**config.mk**
```make
export PLATFORM = sky130hd
export DESIGN_NAME = tone_digit_detect_timing
export DESIGN_NICKNAME = d
export VERILOG_FILES = /design/src/hdl/tone_digit_detect_timing.v /design/src/hdl/code_shifter.v
export VERILOG_INCLUDE_DIRS = /design/src /design/src/hdl
export SDC_FILE = /design/constraint.sdc
export NUM_CORES = 1
export LEC_CHECK = 0
export BUFFER_PORTS_ARGS = -buffer_cell sky130_fd_sc_hd__buf_2
export CAP_MARGIN = 20
export CORE_MARGIN = 8
export CORE_UTILIZATION = 45
export CTS_BUF_LIST = sky130_fd_sc_hd__clkbuf_8
export CTS_CLUSTER_DIAMETER = 120
export CTS_CLUSTER_SIZE = 25
export DETAILED_ROUTE_END_ITERATION = 10
export MAX_ROUTING_LAYER = met4
export PLACE_DENSITY = 0.61
export SYNTH_ARGS = -nofsm -noshare
export SYNTH_HDL_FRONTEND = slang
export SYNTH_SLANG_ARGS = --single-unit
```
**constraint.sdc**
```tcl
create_clock -name clk -period 9.2 [get_ports clk]
set_input_delay 1.38 -clock clk [delete_from_list [all_inputs] [get_ports clk]]
set_output_delay 1.38 -clock clk [all_outputs]
set_load 0.01 [all_outputs]
```
**src/hdl/tone_digit_regs.vh**
```
// Timing constants and field layout for the tone digit receiver.
`ifndef TONE_DIGIT_REGS_VH
`define TONE_DIGIT_REGS_VH

// Clock period in picoseconds (100 MHz).
`define CLK_PERIOD_PS        10000
// Tone present detection time, longest (AGC off / on) and least, in microseconds.
`define TDP_MAX_AGC_OFF_US   16800
`define TDP_MAX_AGC_ON_US    44000
`define TDP_MIN_US           5000
// Tone absent detection time, in microseconds (least and longest).
`define TDA_MIN_US           500
`define TDA_MAX_US           8500
// Accept time with default present guard, in microseconds (AGC off / on).
`define TREC_AGC_OFF_US      54500
`define TREC_AGC_ON_US       54000
// Reject time, in microseconds.
`define TREJ_US              32200
// Interdigit pause accept time and dropout reject time, in microseconds.
`define TID_US               28400
`define TDO_US               1600
// Guard timer to strobe delay, in nanoseconds.
`define TPSTD_NS             21700
// Default guard settings.
`define GTP_DEFAULT_OFF      4'h4
`define GTP_DEFAULT_ON       4'h1
`define GTA_DEFAULT          4'h4
// Width of the decoded digit code.
`define CODE_W               4
// Cycles per microsecond and per nanosecond conversions.
`define US_TO_CYC(us)        (((us) * 1000000) / `CLK_PERIOD_PS)
`define NS_TO_CYC(ns)        (((ns) * 1000) / `CLK_PERIOD_PS)

`endif

```
**src/hdl/tone_digit_detect_timing.v**
```verilog
// Tone presence, guard-time qualification and digit strobe of the tone receiver.
`timescale 1ns/1ps
`include "tone_digit_regs.vh"

// Contract
// - Tone presence is recognised within 5 to 16.8 ms with gain control off, 5 to 44 ms on.
// - Tone disappearance is recognised within 0.5 to 8.5 ms.
// - A tone is accepted after 54.5 ms (gain off, guard 0100) or 54 ms (gain on, guard 0001); the code accepts after about 46.1 ms and 31.4 ms.
// - A tone burst of 32.2 ms or less is rejected with default guard settings; with gain on the code accepts bursts over about 27.2 ms.
// - A gap of at least 28.4 ms is a true interdigit pause with default guard settings.
// - Dropouts of 1.6 ms or less are ignored and never count as pauses.
// - Accept and reject thresholds scale with the present and absent guard settings.
// - The digit-valid strobe rises 21.7 us after the guard timer expires.
// - The stored code is updated just before the digit-valid strobe goes high.
module tone_digit_detect_timing #(
    parameter CODE_W     = `CODE_W,
    parameter DP_CYC_OFF = `US_TO_CYC(`TDP_MAX_AGC_OFF_US) / 2, // Presence debounce.
    parameter DP_CYC_ON  = `US_TO_CYC(`TDP_MAX_AGC_ON_US) / 2,
    parameter DA_CYC     = `US_TO_CYC(`TDA_MAX_US) / 2,         // Absence debounce.
    parameter GTP_UNIT   = `US_TO_CYC(`TREC_AGC_OFF_US - `TDP_MAX_AGC_OFF_US) / 4,
    parameter GTA_UNIT   = `US_TO_CYC(`TID_US - `TDA_MAX_US) / 4,
    parameter PSTD_CYC   = `NS_TO_CYC(`TPSTD_NS)
) (
    input  wire              clk,                   // System clock, 100 MHz.
    input  wire              sys_rst,               // Synchronous reset, active high.
    input  wire              tone_raw,              // Raw tone energy detect, asynchronous.
    input  wire [CODE_W-1:0] tone_code,             // Code of the present tone pair.
    input  wire              agc_enable,            // Gain control on.
    input  wire [3:0]        present_guard_setting, // Guard time while tone present.
    input  wire [3:0]        absent_guard_setting,  // Guard time while tone absent.
    input  wire              code_load_strobe_n,    // Host load strobe, low active, async.
    input  wire              shift_clock,           // Host shift clock, async.
    output reg               digit_valid_strobe,    // High while a valid digit is held.
    output reg [CODE_W-1:0]  digit_code,            // Stored decoded digit.
    output wire              serial_code_out,       // Serial code bit.
    output wire              serial_code_oe_n       // Low while serial pin is driven.
);

    localparam CW = 24;
    localparam ST_IDLE  = 2'h0;
    localparam ST_GUARD = 2'h1;
    localparam ST_DELAY = 2'h2;
    localparam ST_HOLD  = 2'h3;

    // Guard threshold grows with the setting; setting zero still gives one unit.
    function [CW-1:0] guard_cycles;
        input [3:0]    setting;
        input [CW-1:0] unit;
        begin
            guard_cycles = (setting == 4'h0) ? unit : setting * unit;
        end
    endfunction

    // Two-stage synchronisers for the three asynchronous pin inputs.
    reg [1:0] tone_s;
    reg [1:0] load_s;
    reg [1:0] shift_s;
    always @(posedge clk)
    begin
        if (sys_rst)
        begin
            tone_s  <= 2'h0;
            load_s  <= 2'h3;
            shift_s <= 2'h0;
        end
        else
        begin
            tone_s  <= {tone_s[0], tone_raw};
            load_s  <= {load_s[0], code_load_strobe_n};
            shift_s <= {shift_s[0], shift_clock};
        end
    end

    // Debounced presence; the debounce times sit inside the detection windows.
    reg          present;
    reg [CW-1:0] deb_cnt;
    wire [CW-1:0] dp_lim = agc_enable ? DP_CYC_ON[CW-1:0] : DP_CYC_OFF[CW-1:0];
    always @(posedge clk)
    begin
        if (sys_rst)
        begin
            present <= 1'b0;
            deb_cnt <= {CW{1'b0}};
        end
        else if (tone_s[1] == present)
            deb_cnt <= {CW{1'b0}};
        else if (!present && deb_cnt >= dp_lim - 1'b1)
        begin
            present <= 1'b1;
            deb_cnt <= {CW{1'b0}};
        end
        else if (present && deb_cnt >= DA_CYC[CW-1:0] - 1'b1)
        begin
            present <= 1'b0;
            deb_cnt <= {CW{1'b0}};
        end
        else
            deb_cnt <= deb_cnt + 1'b1;
    end

    // Guard timer: a tone must persist the present guard to be accepted, and
    // a gap must persist the absent guard before another digit is allowed.
    // A short dropout resets only the gap count, so it never ends a digit.
    reg [1:0]    state;
    reg [CW-1:0] guard_timer;
    reg [CW-1:0] gap_cnt;
    reg [CODE_W-1:0] code_hold;
    wire [CW-1:0] gtp_lim = guard_cycles(present_guard_setting, GTP_UNIT[CW-1:0]);
    wire [CW-1:0] gta_lim = guard_cycles(absent_guard_setting, GTA_UNIT[CW-1:0]);
    always @(posedge clk)
    begin
        if (sys_rst)
        begin
            state              <= ST_IDLE;
            guard_timer        <= {CW{1'b0}};
            gap_cnt            <= {CW{1'b0}};
            code_hold          <= {CODE_W{1'b0}};
            digit_code         <= {CODE_W{1'b0}};
            digit_valid_strobe <= 1'b0;
        end
        else
        begin
            case (state)
            ST_IDLE:
            begin
                guard_timer <= {CW{1'b0}};
                if (present)
                begin
                    state     <= ST_GUARD;
                    code_hold <= tone_code;
                end
            end
            ST_GUARD:
            begin
                if (!present)
                    state <= ST_IDLE;
                else if (guard_timer >= gtp_lim - 1'b1)
                begin
                    state       <= ST_DELAY;
                    guard_timer <= {CW{1'b0}};
                end
                else
                    guard_timer <= guard_timer + 1'b1;
            end
            ST_DELAY:
            begin
                if (guard_timer >= PSTD_CYC[CW-1:0] - 1'b1)
                begin
                    state       <= ST_HOLD;
                    gap_cnt     <= {CW{1'b0}};
                    digit_code  <= code_hold;
                end
                else
                    guard_timer <= guard_timer + 1'b1;
                // Strobe follows one cycle after the code so the code is stable.
            end
            ST_HOLD:
            begin
                digit_valid_strobe <= 1'b1;
                if (present)
                    gap_cnt <= {CW{1'b0}};
                else if (gap_cnt >= gta_lim - 1'b1)
                begin
                    state              <= ST_IDLE;
                    digit_valid_strobe <= 1'b0;
                end
                else
                    gap_cnt <= gap_cnt + 1'b1;
            end
            default:
                state <= ST_IDLE;
            endcase
        end
    end

    // The host reads only after the strobe rose; no extra wait is enforced here.
    code_shifter #(
        .CODE_W (CODE_W)
    ) u_shift (
        .clk         (clk),
        .sys_rst     (sys_rst),
        .code        (digit_code),
        .load_n_sync (load_s[1]),
        .shift_sync  (shift_s[1]),
        .sd_out      (serial_code_out),
        .sd_oe_n     (serial_code_oe_n)
    );

endmodule

```
**src/hdl/code_shifter.v**
```verilog
// Serial readout of the decoded digit code, loaded by strobe and shifted by clock.
`timescale 1ns/1ps
`include "tone_digit_regs.vh"

module code_shifter #(
    parameter CODE_W = `CODE_W
) (
    input  wire              clk,          // System clock.
    input  wire              sys_rst,      // Synchronous reset, active high.
    input  wire [CODE_W-1:0] code,         // Stored digit code.
    input  wire              load_n_sync,  // Synchronised load strobe, low active.
    input  wire              shift_sync,   // Synchronised shift clock.
    output reg               sd_out,       // Serial data value.
    output reg               sd_oe_n       // Low while the pin is driven.
);

    reg [CODE_W-1:0] shreg;
    reg              load_n_d;
    reg              shift_d;

    // Load on the falling load strobe, shift on each rising shift clock while the strobe stays low and is not just falling; the
    // output floats whenever the load strobe is high so a shared line stays free.
    always @(posedge clk)
    begin
        if (sys_rst)
        begin
            shreg    <= {CODE_W{1'b0}};
            load_n_d <= 1'b1;
            shift_d  <= 1'b0;
            sd_out   <= 1'b0;
            sd_oe_n  <= 1'b1;
        end
        else
        begin
            load_n_d <= load_n_sync;
            shift_d  <= shift_sync;
            if (load_n_d && !load_n_sync)
            begin
                shreg   <= code;
                sd_out  <= code[CODE_W-1];
                sd_oe_n <= 1'b0;
            end
            else if (load_n_sync)
            begin
                sd_oe_n <= 1'b1;
            end
            else if (shift_sync && !shift_d)
            begin
                shreg  <= {shreg[CODE_W-2:0], 1'b0};
                sd_out <= shreg[CODE_W-2];
            end
        end
    end

endmodule

```
==> results of run 1 <==
## metal layers
layer	wire length (um)	part of all wire [%]	track usage [%]
met1	10500	50	23.7
met2	9710	46	28.2
met3	568	2.7	2.04
met4	150	0.72	3.68
met5	0	0	-
## synthesized netlist by cell type, types with 3 or more instances
cell and count:
nor3_1 57, nor4_1 8, nor3b_1 5, nand2b_1 12, and2_1 15, or3_1 6, nand3b_1 3, a211o_1 4
o41ai_1 5, nand4b_1 7, a41oi_1 3, o21a_1 7, o21ai_0 37, mux2i_1 11, inv_1 52, dfxtp_1 97
or4_1 3, buf_2 7, and4_1 6, a21oi_1 50, o211ai_1 16, fa_1 6, xor2_1 47, o311ai_0 6
xnor2_1 53, nor2_1 128, nand3_1 43, or2_2 12, ha_1 132, a311oi_1 5, o31ai_1 5, nor2b_1 10
a31oi_1 24, a21o_1 35, a2111oi_0 3, clkbuf_1 34, and3_1 16, nand4_1 29, o31a_1 3, o21ai_1 3
nand2_1 97
## flip-flops by register name (all words and copies together) (netlist names), named ones only
name / count
deb_cnt: 24
gap_cnt: 24
guard_timer: 24
code_hold: 4
digit_code: 4
u_shift.shreg: 3
load_s: 2
shift_s: 2
tone_s: 2
digit_valid_strobe: 1
present: 1
state: 1
u_shift.load_n_d: 1
u_shift.sd_oe_n: 1
u_shift.sd_out: 1
u_shift.shift_d: 1
## cell usage in the layout (no fill, tap or decap), drive strengths merged, types with 17 or more instances in the layout
cell type,instances
nand2,97
o21ai,41
nand4,29
a21oi,51
nor3,58
xnor2,54
a21o,35
inv,53
xor2,47
dfxtp,97
nor2,128
ha,132
buf,27
nand3,44
o211ai,17
a31oi,24
## cell families after synthesis
| family | count (synthesis) |
|---|---|
| compound gates | 242 |
| xor+xnor | 101 |
| fa+ha+maj | 138 |
| buf+inv | 96 |
| flops | 97 |
| mux | 12 |
| simple gates | 470 |
## power groups by stage
stage	combinational [mW]	sequential, mW	clock, mW
2_1_floorplan	0.382	0.435	0
3_3_place_gp	0.475	0.435	0
3_5_place_dp	0.483	0.435	0
4_1_cts	0.486	0.425	0.311
5_1_grt	0.545	0.426	0.326
6_report	0.482	0.425	0.300
## per-stage QoR
step	setup WS [ns]	total power, mW	cells	hold slack [ns]	utilization, %
finish	1.38	1.21	1426	0.419	48.1
global route	0.871	1.30	1426	0.446	48.1
CTS	1.40	1.22	1426	0.425	48.1
detailed placement	1.01	0.918	1411	0.401	47.1
global placement	1.15	0.910	1410	0.398	47.0
floorplan	2.14	0.817	1156	0.389	-
## final cells by class
cell class	count	area, um^2	share of cell area, %
timing repair buffer	27	150	1.55
tap	270	338	3.49
inverter	54	203	2.10
clock buffer	9	124	1.28
sequential	97	1940	20.1
multi-input combinational	963	6830	70.6
clock inverter	6	83.8	0.867
## path summary, 6_finish.rpt
| check | cells after the start | start | end |
|---|---|---|---|
| worst min-delay path | 1 | load_s[0] | load_s[1] |
| worst max register to register | 6 | register | gap_cnt[19] |
| worst max-delay path | 23 | absent_guard_setting[2] | gap_cnt[22] |
| worst min register to register | 1 | load_s[0] | load_s[1] |
## critical path, delay by kind of cell
| family | cells | cell delay [ns] |
|---|---|---|
| fa+ha+maj | 4 | 1.29 |
| buf+inv | 3 | 0.40 |
| compound gates | 7 | 2.45 |
| xor+xnor | 1 | 0.33 |
| simple gates | 8 | 2.28 |
==> results by group, run 1 <==
Run status
  – Outcome: finished clean

Timing
  – Setup TNS: 0 ns
  – Slew margin rel.: 42.1%
  – Clk_skew: 0.00883 ns
  – Actual slew at the worst max-slew pin: 0.863 ns
  – Unrepaired setup endpoints after global routing: false
  – # setup viols final: 0
  – Final Cycle Share: 85.0%
  – Tmin final: 7.82 ns
  – Slew Limit Fails: 0
  – Max Freq: 0.128 GHz
  – Fin. Hold Viols: 0

Power
  – Sw power: 0.437 mW
  – Maximum vdd drop: 0.0710 mV
  – Leakage: 4.01 nW
  – PwrDens: 125 nW/um^2
  – Seq pwr share: 35.2%
  – Logic pwr share: 39.9%
  – Internal power: 0.770 mW
  – Clock share of power: 24.8%
  – Net Sw Frac: 36.2%

Die
  – Core area: 20100 um^2
  – Ports: 25
  – Die height: 158 um
  – Initial Utilization: 45.4%
  – Row count: 52
  – Die area: 25100 um^2
  – Die Wd: 158 um

Clocking
  – Post-cts resize count: 0
  – H-tree Lvls: 3
  – Clock Tree Buf Depth: 2
  – Post-CTS Setup Inserts: 0
  – Clock transition at path regs: 0.09 ns
  – CTS tree: done
  – Clk Latency, worst-skew pair: 0.37 ns
  – Cts bufs inserted: 9
  – Clk root buf: clkbuf_8
  – Clk sinks: 97
  – Cts hold-fix bufs: 0

Layout
  – Share of layout cells above drive strength 1: 6.75%
  – Cell area after layout: 9670 um^2
  – Nets@finish: 1308
  – Fillers: 2010
  – # diodes: 0
  – Layout area overhead: 5.85%

Logic synthesis
  – Total number of yosys warnings: 0
  – Ys async rst share: 0%
  – Post-synthesis compound-gate area fraction: 18.4%
  – Top_reg_cell synth: dfxtp_1
  – Cells after Synth: 1156
  – Main combinational cell family by area after synthesis: simple AND/OR/NAND/NOR gates
  – #FFs+latches synth: 97
  – Syn_area_per_cell: 7.90 um^2
  – Simple-Gate Fraction of Synth Area: 25.8%
  – Synth unique cells: 83
  – Multiplexer share of the synthesized area: 1.33%
  – Syn nets: 1312
  – Post-synth EDFFs: 0
  – Seq/Total Area, Yosys: 21.3%
  – Cell taking the most area after synthesis: dfxtp_1
  – Yosys top cell area share: 21.3%
  – Synthesized-area fraction occupied by adder cells: 19.4%
  – XOR/XNOR Fraction of Synth Area: 9.77%
  – Ranking of synthesized cells by area: dfxtp_1 (21%), ha_1 (18%), nor2_1 (5.3%)
  – Netlist Area Pre-Place: 9130 um^2

Drt
  – Detailed Routing Iterations Pass 1: 5
  – ANT nets after route: 0
  – DR iter-0 viols: 429
  – Routed wire length: 20900 um
  – WL/cell: 14.7 um
  – Via density per instance: 5.71
  – DR vias: 8136
  – Residual DRC: 0

Run
  – Max_cap viols: 0

Place
  – IO buf count: 24
  – GPL Wtd Cong: 0.872
  – Hpwl dp: 16200 um
  – Placed Area: 9460 um^2

Critical path
  – Worst EP required: 9.52 ns
  – Crit-path cells: buf_2 -> inv_1 -> ha_1 -> xnor2_2 -> inv_2 -> ha_1 -> or2_2 -> ha_1 -> a21oi_2 -> nor4_1 -> or3_1 -> a211oi_2 -> nand2b_1 -> nor4_2 -> o2111ai_1 -> nor4b_1 -> ha_1 -> nand4_1 -> or4_1 -> a211o_1 -> a21oi_1 -> o21ai_1 -> o2bb2a_1
  – Critical Path Slowest Stage Cell: a21oi_1
  – Endpoint type of the worst setup path: register
  – Critical path peak fanout: 10
  – CP arrival: 8.14 ns
  – Critical Path Most Common Cell: ha_1
  – Crit-path max cell delay: 0.59 ns
  – Crit start category: input port
  – Critical path type: input port to register
  – Internal reg-to-reg setup slack: 5.95 ns

Global routing
  – Vias in the first global route: 7474
  – Initial antenna violation count: 0
  – First-pass GRT wire length: 36100 um
  – Largest net degree at the start of global routing: 27
  – Total track usage: 17.7%
  – GRT overflow: 0

Worst hold path
  – Min-Delay Path Class: register to register
(Power assumes the default switching activity.)
==> inputs of run 2 (changes only) <==
==> constraint.sdc (replaced) <==
create_clock -name clk -period 8.15 [get_ports clk]
set_input_delay 1.2225 -clock clk [delete_from_list [all_inputs] [get_ports clk]]
set_output_delay 1.2225 -clock clk [all_outputs]
set_load 0.01 [all_outputs]
==> run 2 against run 1 <==
Effect of this change: clock skew up 0.0035 ns; critical path depth unchanged; die area unchanged; via count down 0.84%; setup slack worse by 0.60 ns; sequential share of layout area about the same; count of clock-buffer cells in the layout unchanged; combinational power up 12%; register-to-register slack worse by 0.93 ns; clock power up 15%; first-iteration DRC count down 13%; cell count up 0.14%.
==> results by group, run 2 (synthesis gave the netlist of run 1 again) <==
Global routing
  – GRT overflow: 0 (unchanged)
  – Initial antenna violation count: 0 (unchanged)
  – Global routing usage on met1: 23.6% (-0.18 points)
  – Total track usage: 17.7% (about the same)
  – GRT busiest layer: met2
  – Largest net degree at the start of global routing: 27 (unchanged)
  – Routing usage on met3: 2.58% (+0.54 points)
  – First-pass GRT wire length: 36000 um (-0.21%)
  – GRT met2 Usage: 28.1% (-0.10 points)
  – Vias in the first global route: 7513 (+0.52%)

Drt
  – DR vias: 8068 (-0.84%)
  – DR iter-0 viols: 372 (-13%)
  – ANT nets after route: 0 (unchanged)
  – Via density per instance: 5.65 (-0.97%)
  – Residual DRC: 0 (unchanged)
  – WL/cell: 14.7 um (+0.20%)
  – Detailed Routing Iterations Pass 1: 4 (-1)
  – Routed wire length: 21000 um (+0.34%)

Timing
  – Setup TNS: 0 ns (unchanged)
  – Fin. Hold Viols: 0 (unchanged)
  – Slew margin rel.: 41.5% (-0.64 points)
  – # setup viols final: 0 (unchanged)
  – Max Freq: 0.136 GHz
  – Clk_skew: 0.0123 ns (+0.00350 ns)
  – Tmin final: 7.37 ns
  – Final Cycle Share: 90.4%
  – Actual slew at the worst max-slew pin: 0.875 ns (+0.0116 ns)
  – Slew Limit Fails: 0 (unchanged)
  – Unrepaired setup endpoints after global routing: false

Die
  – Core area: 20100 um^2 (unchanged)
  – Die height: 158 um (unchanged)
  – Die Wd: 158 um (unchanged)
  – Initial Utilization: 45.4% (unchanged)
  – Die area: 25100 um^2 (unchanged)
  – Row count: 52 (unchanged)
  – Ports: 25 (unchanged)

Run
  – Max_cap viols: 0 (unchanged)

Place
  – Hpwl dp: 16200 um (about the same)
  – IO buf count: 24 (unchanged)
  – GPL Wtd Cong: 0.912 (+4.7%)
  – Placed Area: 9480 um^2 (+0.16%)

Critical path
  – Critical Path Slowest Stage Cell: or4_1
  – Critical path type: input port to register
  – Crit start category: input port
  – Worst EP required: 8.47 ns (-1.05 ns)
  – CP arrival: 7.69 ns (-0.45 ns)
  – Endpoint type of the worst setup path: register
  – Crit-path max cell delay: 0.54 ns (-0.05 ns)
  – Crit-path cells: buf_2 -> inv_1 -> ha_1 -> xnor2_2 -> inv_2 -> ha_1 -> or2_2 -> ha_1 -> a21oi_2 -> nor4_1 -> o21ai_0 -> a211oi_2 -> nand2b_1 -> nor4_2 -> o2111ai_1 -> nor4b_1 -> ha_1 -> nand4_1 -> or4_1 -> a211o_1 -> a21oi_1 -> o21ai_1 -> o2bb2a_1
  – Critical Path Most Common Cell: ha_1
  – Critical path peak fanout: 10 (unchanged)

Layout
  – Cell area after layout: 9690 um^2 (+0.23%)
  – Biggest registers after layout: deb_cnt: 24 flops, gap_cnt: 24 flops, guard_timer: 24 flops
  – Share of layout cells above drive strength 1: 6.91% (+0.16 points)
  – Nets@finish: 1310 (+0.15%)
  – Layout area overhead: 6.10%
  – Commonest cells after routing, fill and taps aside: ha_1 (132), nor2_1 (128), nand2_1 (97), dfxtp_1 (97), nor3_1 (57)
  – Most common cell after layout, fill and taps aside: ha_1
  – Final Util: 48.2% (+0.11 points)
  – # diodes: 0 (unchanged)

Power
  – Sw power: 0.496 mW (+13%)
  – PwrDens: 141 nW/um^2 (+13%)
  – Net Sw Frac: 36.2% (about the same)
  – Clock share of power: 25.3% (+0.5 points)
  – Internal power: 0.872 mW (+13%)
  – Maximum vdd drop: 0.0705 mV (-0.70%)
  – Seq pwr share: 35.1% (about the same)
  – Leakage: 4.03 nW (+0.26%)
  – Logic pwr share: 39.6% (-0.3 points)

Clocking
  – Cts hold-fix bufs: 0 (unchanged)
  – Cts bufs inserted: 9 (unchanged)
  – Post-cts resize count: 0 (unchanged)
  – Clock transition at path regs: 0.09 ns (about the same)
  – CTS tree: done
  – Clock Tree Buf Depth: 2 (unchanged)
  – Post-CTS Setup Inserts: 0 (unchanged)
  – Clk sinks: 97 (unchanged)
  – H-tree Lvls: 3 (unchanged)
  – Clk Latency, worst-skew pair: 0.37 ns (about the same)
  – Clk root buf: clkbuf_8

Worst hold path
  – Min-Delay Path Class: register to register

Run status
  – Outcome: finished clean
## run 2: power groups by stage
stage | registers [mW] | logic (mW) | clock network, mW
2_1_floorplan | 0.491 | 0.431 | 0
3_3_place_gp | 0.491 | 0.537 | 0
3_5_place_dp | 0.491 | 0.544 | 0
4_1_cts | 0.480 | 0.547 | 0.359
5_1_grt | 0.481 | 0.616 | 0.373
6_report | 0.480 | 0.542 | 0.346
## run 2: worst max-delay path: cells and delay by family
kind                     cells  cell delay (ns)
XOR/XNOR                     1             0.33
AND/OR/NAND/NOR              7             2.24
buffers and inverters        3             0.38
AO/OA/AOI/OAI                8             2.20
adder cells (fa/ha/maj)      4             1.30
## run 2: path summary, 6_finish.rpt
check                          start         endpoint  slack, ns  cells after the start
max          absent_guard_setting[2]      gap_cnt[22]       0.78                     23
min                        load_s[0]        load_s[1]       0.42                      1
max reg2reg           guard_timer[1]  guard_timer[17]       5.02                      9
min reg2reg                load_s[0]        load_s[1]       0.42                      1
## run 2: final cells by class
class / count / area [um^2]
clock buffers: 9 / 124
clock inverters: 6 / 91.3
fillers: 2025 / 10400
inverters: 54 / 203
multi-input cells: 963 / 6830
flip-flops and latches: 97 / 1940
well taps: 270 / 338
repair buffers: 29 / 165
## run 2: per-stage QoR
stage / std cells / total power [mW] / hold slack [ns] / setup WS (ns)
2_1_floorplan: 1156 / 0.922 / 0.389 / 1.25
3_3_place_gp: 1412 / 1.03 / 0.395 / 0.611
3_5_place_dp: 1413 / 1.04 / 0.397 / 0.477
4_1_cts: 1428 / 1.39 / 0.423 / 0.847
5_1_grt: 1428 / 1.47 / 0.434 / 0.237
6_report: 1428 / 1.37 / 0.420 / 0.784
## run 2: routing by layer
metal | vias up | wire (um)
met1 | 3740 | 10500
met3 | 27 | 611
met4 | 0 | 217
met5 | - | 0
met2 | 118 | 9650
li1 | 4183 | -
==> inputs of run 3 (changes only) <==
--- a/config.mk
+++ b/config.mk
@@ -6,6 +6,7 @@
 export SDC_FILE = /design/constraint.sdc
 export NUM_CORES = 1
 export LEC_CHECK = 0
+export ABC_CLOCK_PERIOD_IN_PS = 8050
 export BUFFER_PORTS_ARGS = -buffer_cell sky130_fd_sc_hd__buf_2
 export CAP_MARGIN = 20
 export CORE_MARGIN = 8
==> constraint.sdc (replaced) <==
create_clock -name clk -period 8.05 [get_ports clk]
set_input_delay 1.2075 -clock clk [delete_from_list [all_inputs] [get_ports clk]]
set_output_delay 1.2075 -clock clk [all_outputs]
set_load 0.01 [all_outputs]
==> run 3 against run 2 <==
Effect of this change: die area did not move; final area down 0.15%; worst hold slack lost 0.0015 ns; flip-flop and latch count unchanged; wire length rose by 0.60%; non-clock buffer count is 1 higher; clock power shrank 9.0%; first-iteration DRC count is 18% higher; core utilization fell by 0.075 points; clock skew grew 0.0057 ns; critical endpoint unchanged.
==> results by group, run 3 (synthesis gave the netlist of run 1 again) <==
Clocking
  – H-tree Lvls: 3 (unchanged)
  – Post-CTS Setup Inserts: 0 (unchanged)
  – Clock transition at path regs: 0.09 ns (about the same)
  – Clk root buf: clkbuf_8
  – Cts hold-fix bufs: 0 (unchanged)
  – Clk Latency, worst-skew pair: 0.39 ns (+0.02 ns)
  – CTS tree: done
  – Clk sinks: 97 (unchanged)
  – Cts bufs inserted: 9 (unchanged)
  – Clock Tree Buf Depth: 2 (unchanged)
  – Post-cts resize count: 0 (unchanged)

Timing
  – Setup TNS: 0 ns (unchanged)
  – Clk_skew: 0.0181 ns (+0.00574 ns)
  – Unrepaired setup endpoints after global routing: false
  – Slew margin rel.: 39.8% (-1.7 points)
  – # setup viols final: 0 (unchanged)
  – Fin. Hold Viols: 0 (unchanged)
  – Max Freq: 0.135 GHz
  – Slew Limit Fails: 0 (unchanged)
  – Final Cycle Share: 91.9%
  – Tmin final: 7.40 ns
  – Actual slew at the worst max-slew pin: 0.898 ns (+0.0231 ns)

Critical path
  – Crit start category: input port
  – Delay-heaviest family, CP: simple AND/OR/NAND/NOR gates
  – Buf/Inv on CP: 3 (unchanged)
  – Critical path type: input port to register
  – CP arrival: 7.73 ns (+0.04 ns)
  – Crit-path cells: buf_2 -> inv_1 -> ha_1 -> xnor2_2 -> inv_2 -> ha_1 -> or2_2 -> ha_1 -> a21oi_2 -> nor4_1 -> o21ai_0 -> a211oi_2 -> nand2b_1 -> nor4_2 -> o2111ai_1 -> nor4b_1 -> ha_1 -> nand4_1 -> or4_1 -> a211o_1 -> a21oi_1 -> o21ai_1 -> o2bb2a_1
  – Critical Path Slowest Stage Cell: or4_1
  – Worst EP required: 8.38 ns (-0.09 ns)
  – Endpoint type of the worst setup path: register
  – Critical Path Most Common Cell: ha_1
  – Crit-path max cell delay: 0.55 ns (about the same)
  – Critical path peak fanout: 10 (unchanged)

Layout
  – Layout area overhead: 5.93%
  – Final Util: 48.1% (-0.075 points)
  – # diodes: 0 (unchanged)
  – Commonest cells after routing, fill and taps aside: ha_1 (132), nor2_1 (128), nand2_1 (97), dfxtp_1 (97), nor3_1 (57)
  – Fillers: 2013 (-0.59%)
  – Nets@finish: 1311 (+0.076%)
  – Most common cell after layout, fill and taps aside: ha_1
  – Biggest registers after layout: deb_cnt: 24 flops, gap_cnt: 24 flops, guard_timer: 24 flops
  – Share of layout cells above drive strength 1: 6.98% (+0.074 points)
  – Cell area after layout: 9680 um^2 (-0.15%)
  – Non-Filler Instances: 1430 (+0.14%)

Die
  – Die Wd: 158 um (unchanged)
  – Initial Utilization: 45.4% (unchanged)
  – Die area: 25100 um^2 (unchanged)
  – Ports: 25 (unchanged)
  – Die height: 158 um (unchanged)
  – Core area: 20100 um^2 (unchanged)
  – Row count: 52 (unchanged)

Place
  – Placed Area: 9480 um^2 (about the same)
  – GPL Wtd Cong: 0.912 (about the same)
  – IO buf count: 24 (unchanged)
  – Dpl cells: 1414 (+0.071%)
  – Hpwl dp: 16200 um (about the same)

Power
  – PwrDens: 139 nW/um^2 (-1.3%)
  – Clock share of power: 23.3% (-2.0 points)
  – Leakage: 4.02 nW (-0.21%)
  – Internal power: 0.845 mW (-3.1%)
  – Sw power: 0.503 mW (+1.4%)
  – Maximum vdd drop: 0.0730 mV (+3.4%)
  – Logic pwr share: 40.6% (+1.0 points)
  – Net Sw Frac: 37.3% (+1.1 points)
  – Seq pwr share: 36.0% (+0.9 points)

Drt
  – WL/cell: 14.8 um (+0.46%)
  – Residual DRC: 0 (unchanged)
  – ANT nets after route: 0 (unchanged)
  – Detailed Routing Iterations Pass 1: 5 (+1)
  – Routed wire length: 21100 um (+0.60%)
  – DR vias: 7998 (-0.87%)
  – DR iter-0 viols: 440 (+18%)
  – Via density per instance: 5.59 (-1.0%)

Run status
  – Outcome: finished clean

Global routing
  – First-pass GRT wire length: 36200 um (+0.58%)
  – Initial antenna violation count: 0 (unchanged)
  – GRT overflow: 0 (unchanged)
  – Largest net degree at the start of global routing: 27 (unchanged)
  – Total track usage: 17.8% (+0.15 points)
  – Vias in the first global route: 7535 (+0.29%)

Worst hold path
  – Min-Delay Path Class: register to register

Run
  – Max_cap viols: 0 (unchanged)
-- run 3: final cells by class --
| type | count | area, um^2 | area share, % |
|---|---|---|---|
| Multi-Input combinational cell | 963 | 6830 | 70.6 |
| Clock inverter | 4 | 27.5 | 0.284 |
| Clock buffer | 12 | 165 | 1.71 |
| Timing Repair Buffer | 30 | 173 | 1.78 |
| Sequential cell | 97 | 1940 | 20.1 |
| Inverter | 54 | 203 | 2.09 |
| Tap cell | 270 | 338 | 3.49 |
-- run 3: metrics by stage --
stage | power (mW) | hold WS (ns) | worst slack, ns
2_1_floorplan | 0.933 | 0.389 | 1.17
3_3_place_gp | 1.04 | 0.395 | 0.531
3_5_place_dp | 1.05 | 0.406 | 0.337
4_1_cts | 1.36 | 0.422 | 0.714
5_1_grt | 1.45 | 0.432 | 0.0402
6_report | 1.35 | 0.418 | 0.649
-- run 3: power by group through the flow --
stage / Sequential, mW / Clock [mW] / Combinational [mW]
3_3_place_gp: 0.497 / 0 / 0.544
3_5_place_dp: 0.497 / 0 / 0.549
5_1_grt: 0.487 / 0.345 / 0.622
2_1_floorplan: 0.497 / 0 / 0.437
6_report: 0.486 / 0.315 / 0.547
4_1_cts: 0.486 / 0.325 / 0.553
-- run 3: final timing paths --
path / from / endpoint / slack (ns) / cells after the start
worst max-delay path: absent_guard_setting[2] / gap_cnt[22] / 0.65 / 23
worst min-delay path: load_s[0] / load_s[1] / 0.42 / 1
worst max register to register: guard_timer[1] / guard_timer[11] / 4.90 / 9
worst min register to register: load_s[0] / load_s[1] / 0.42 / 1
-- run 3: metal layers --
layer,vias up,global-route usage [%],routed length (um)
met5,-,-,0
met2,92,28.6,9770
met1,3702,23.7,10700
li1,4192,-,-
met3,12,2.58,549
met4,0,3.32,119
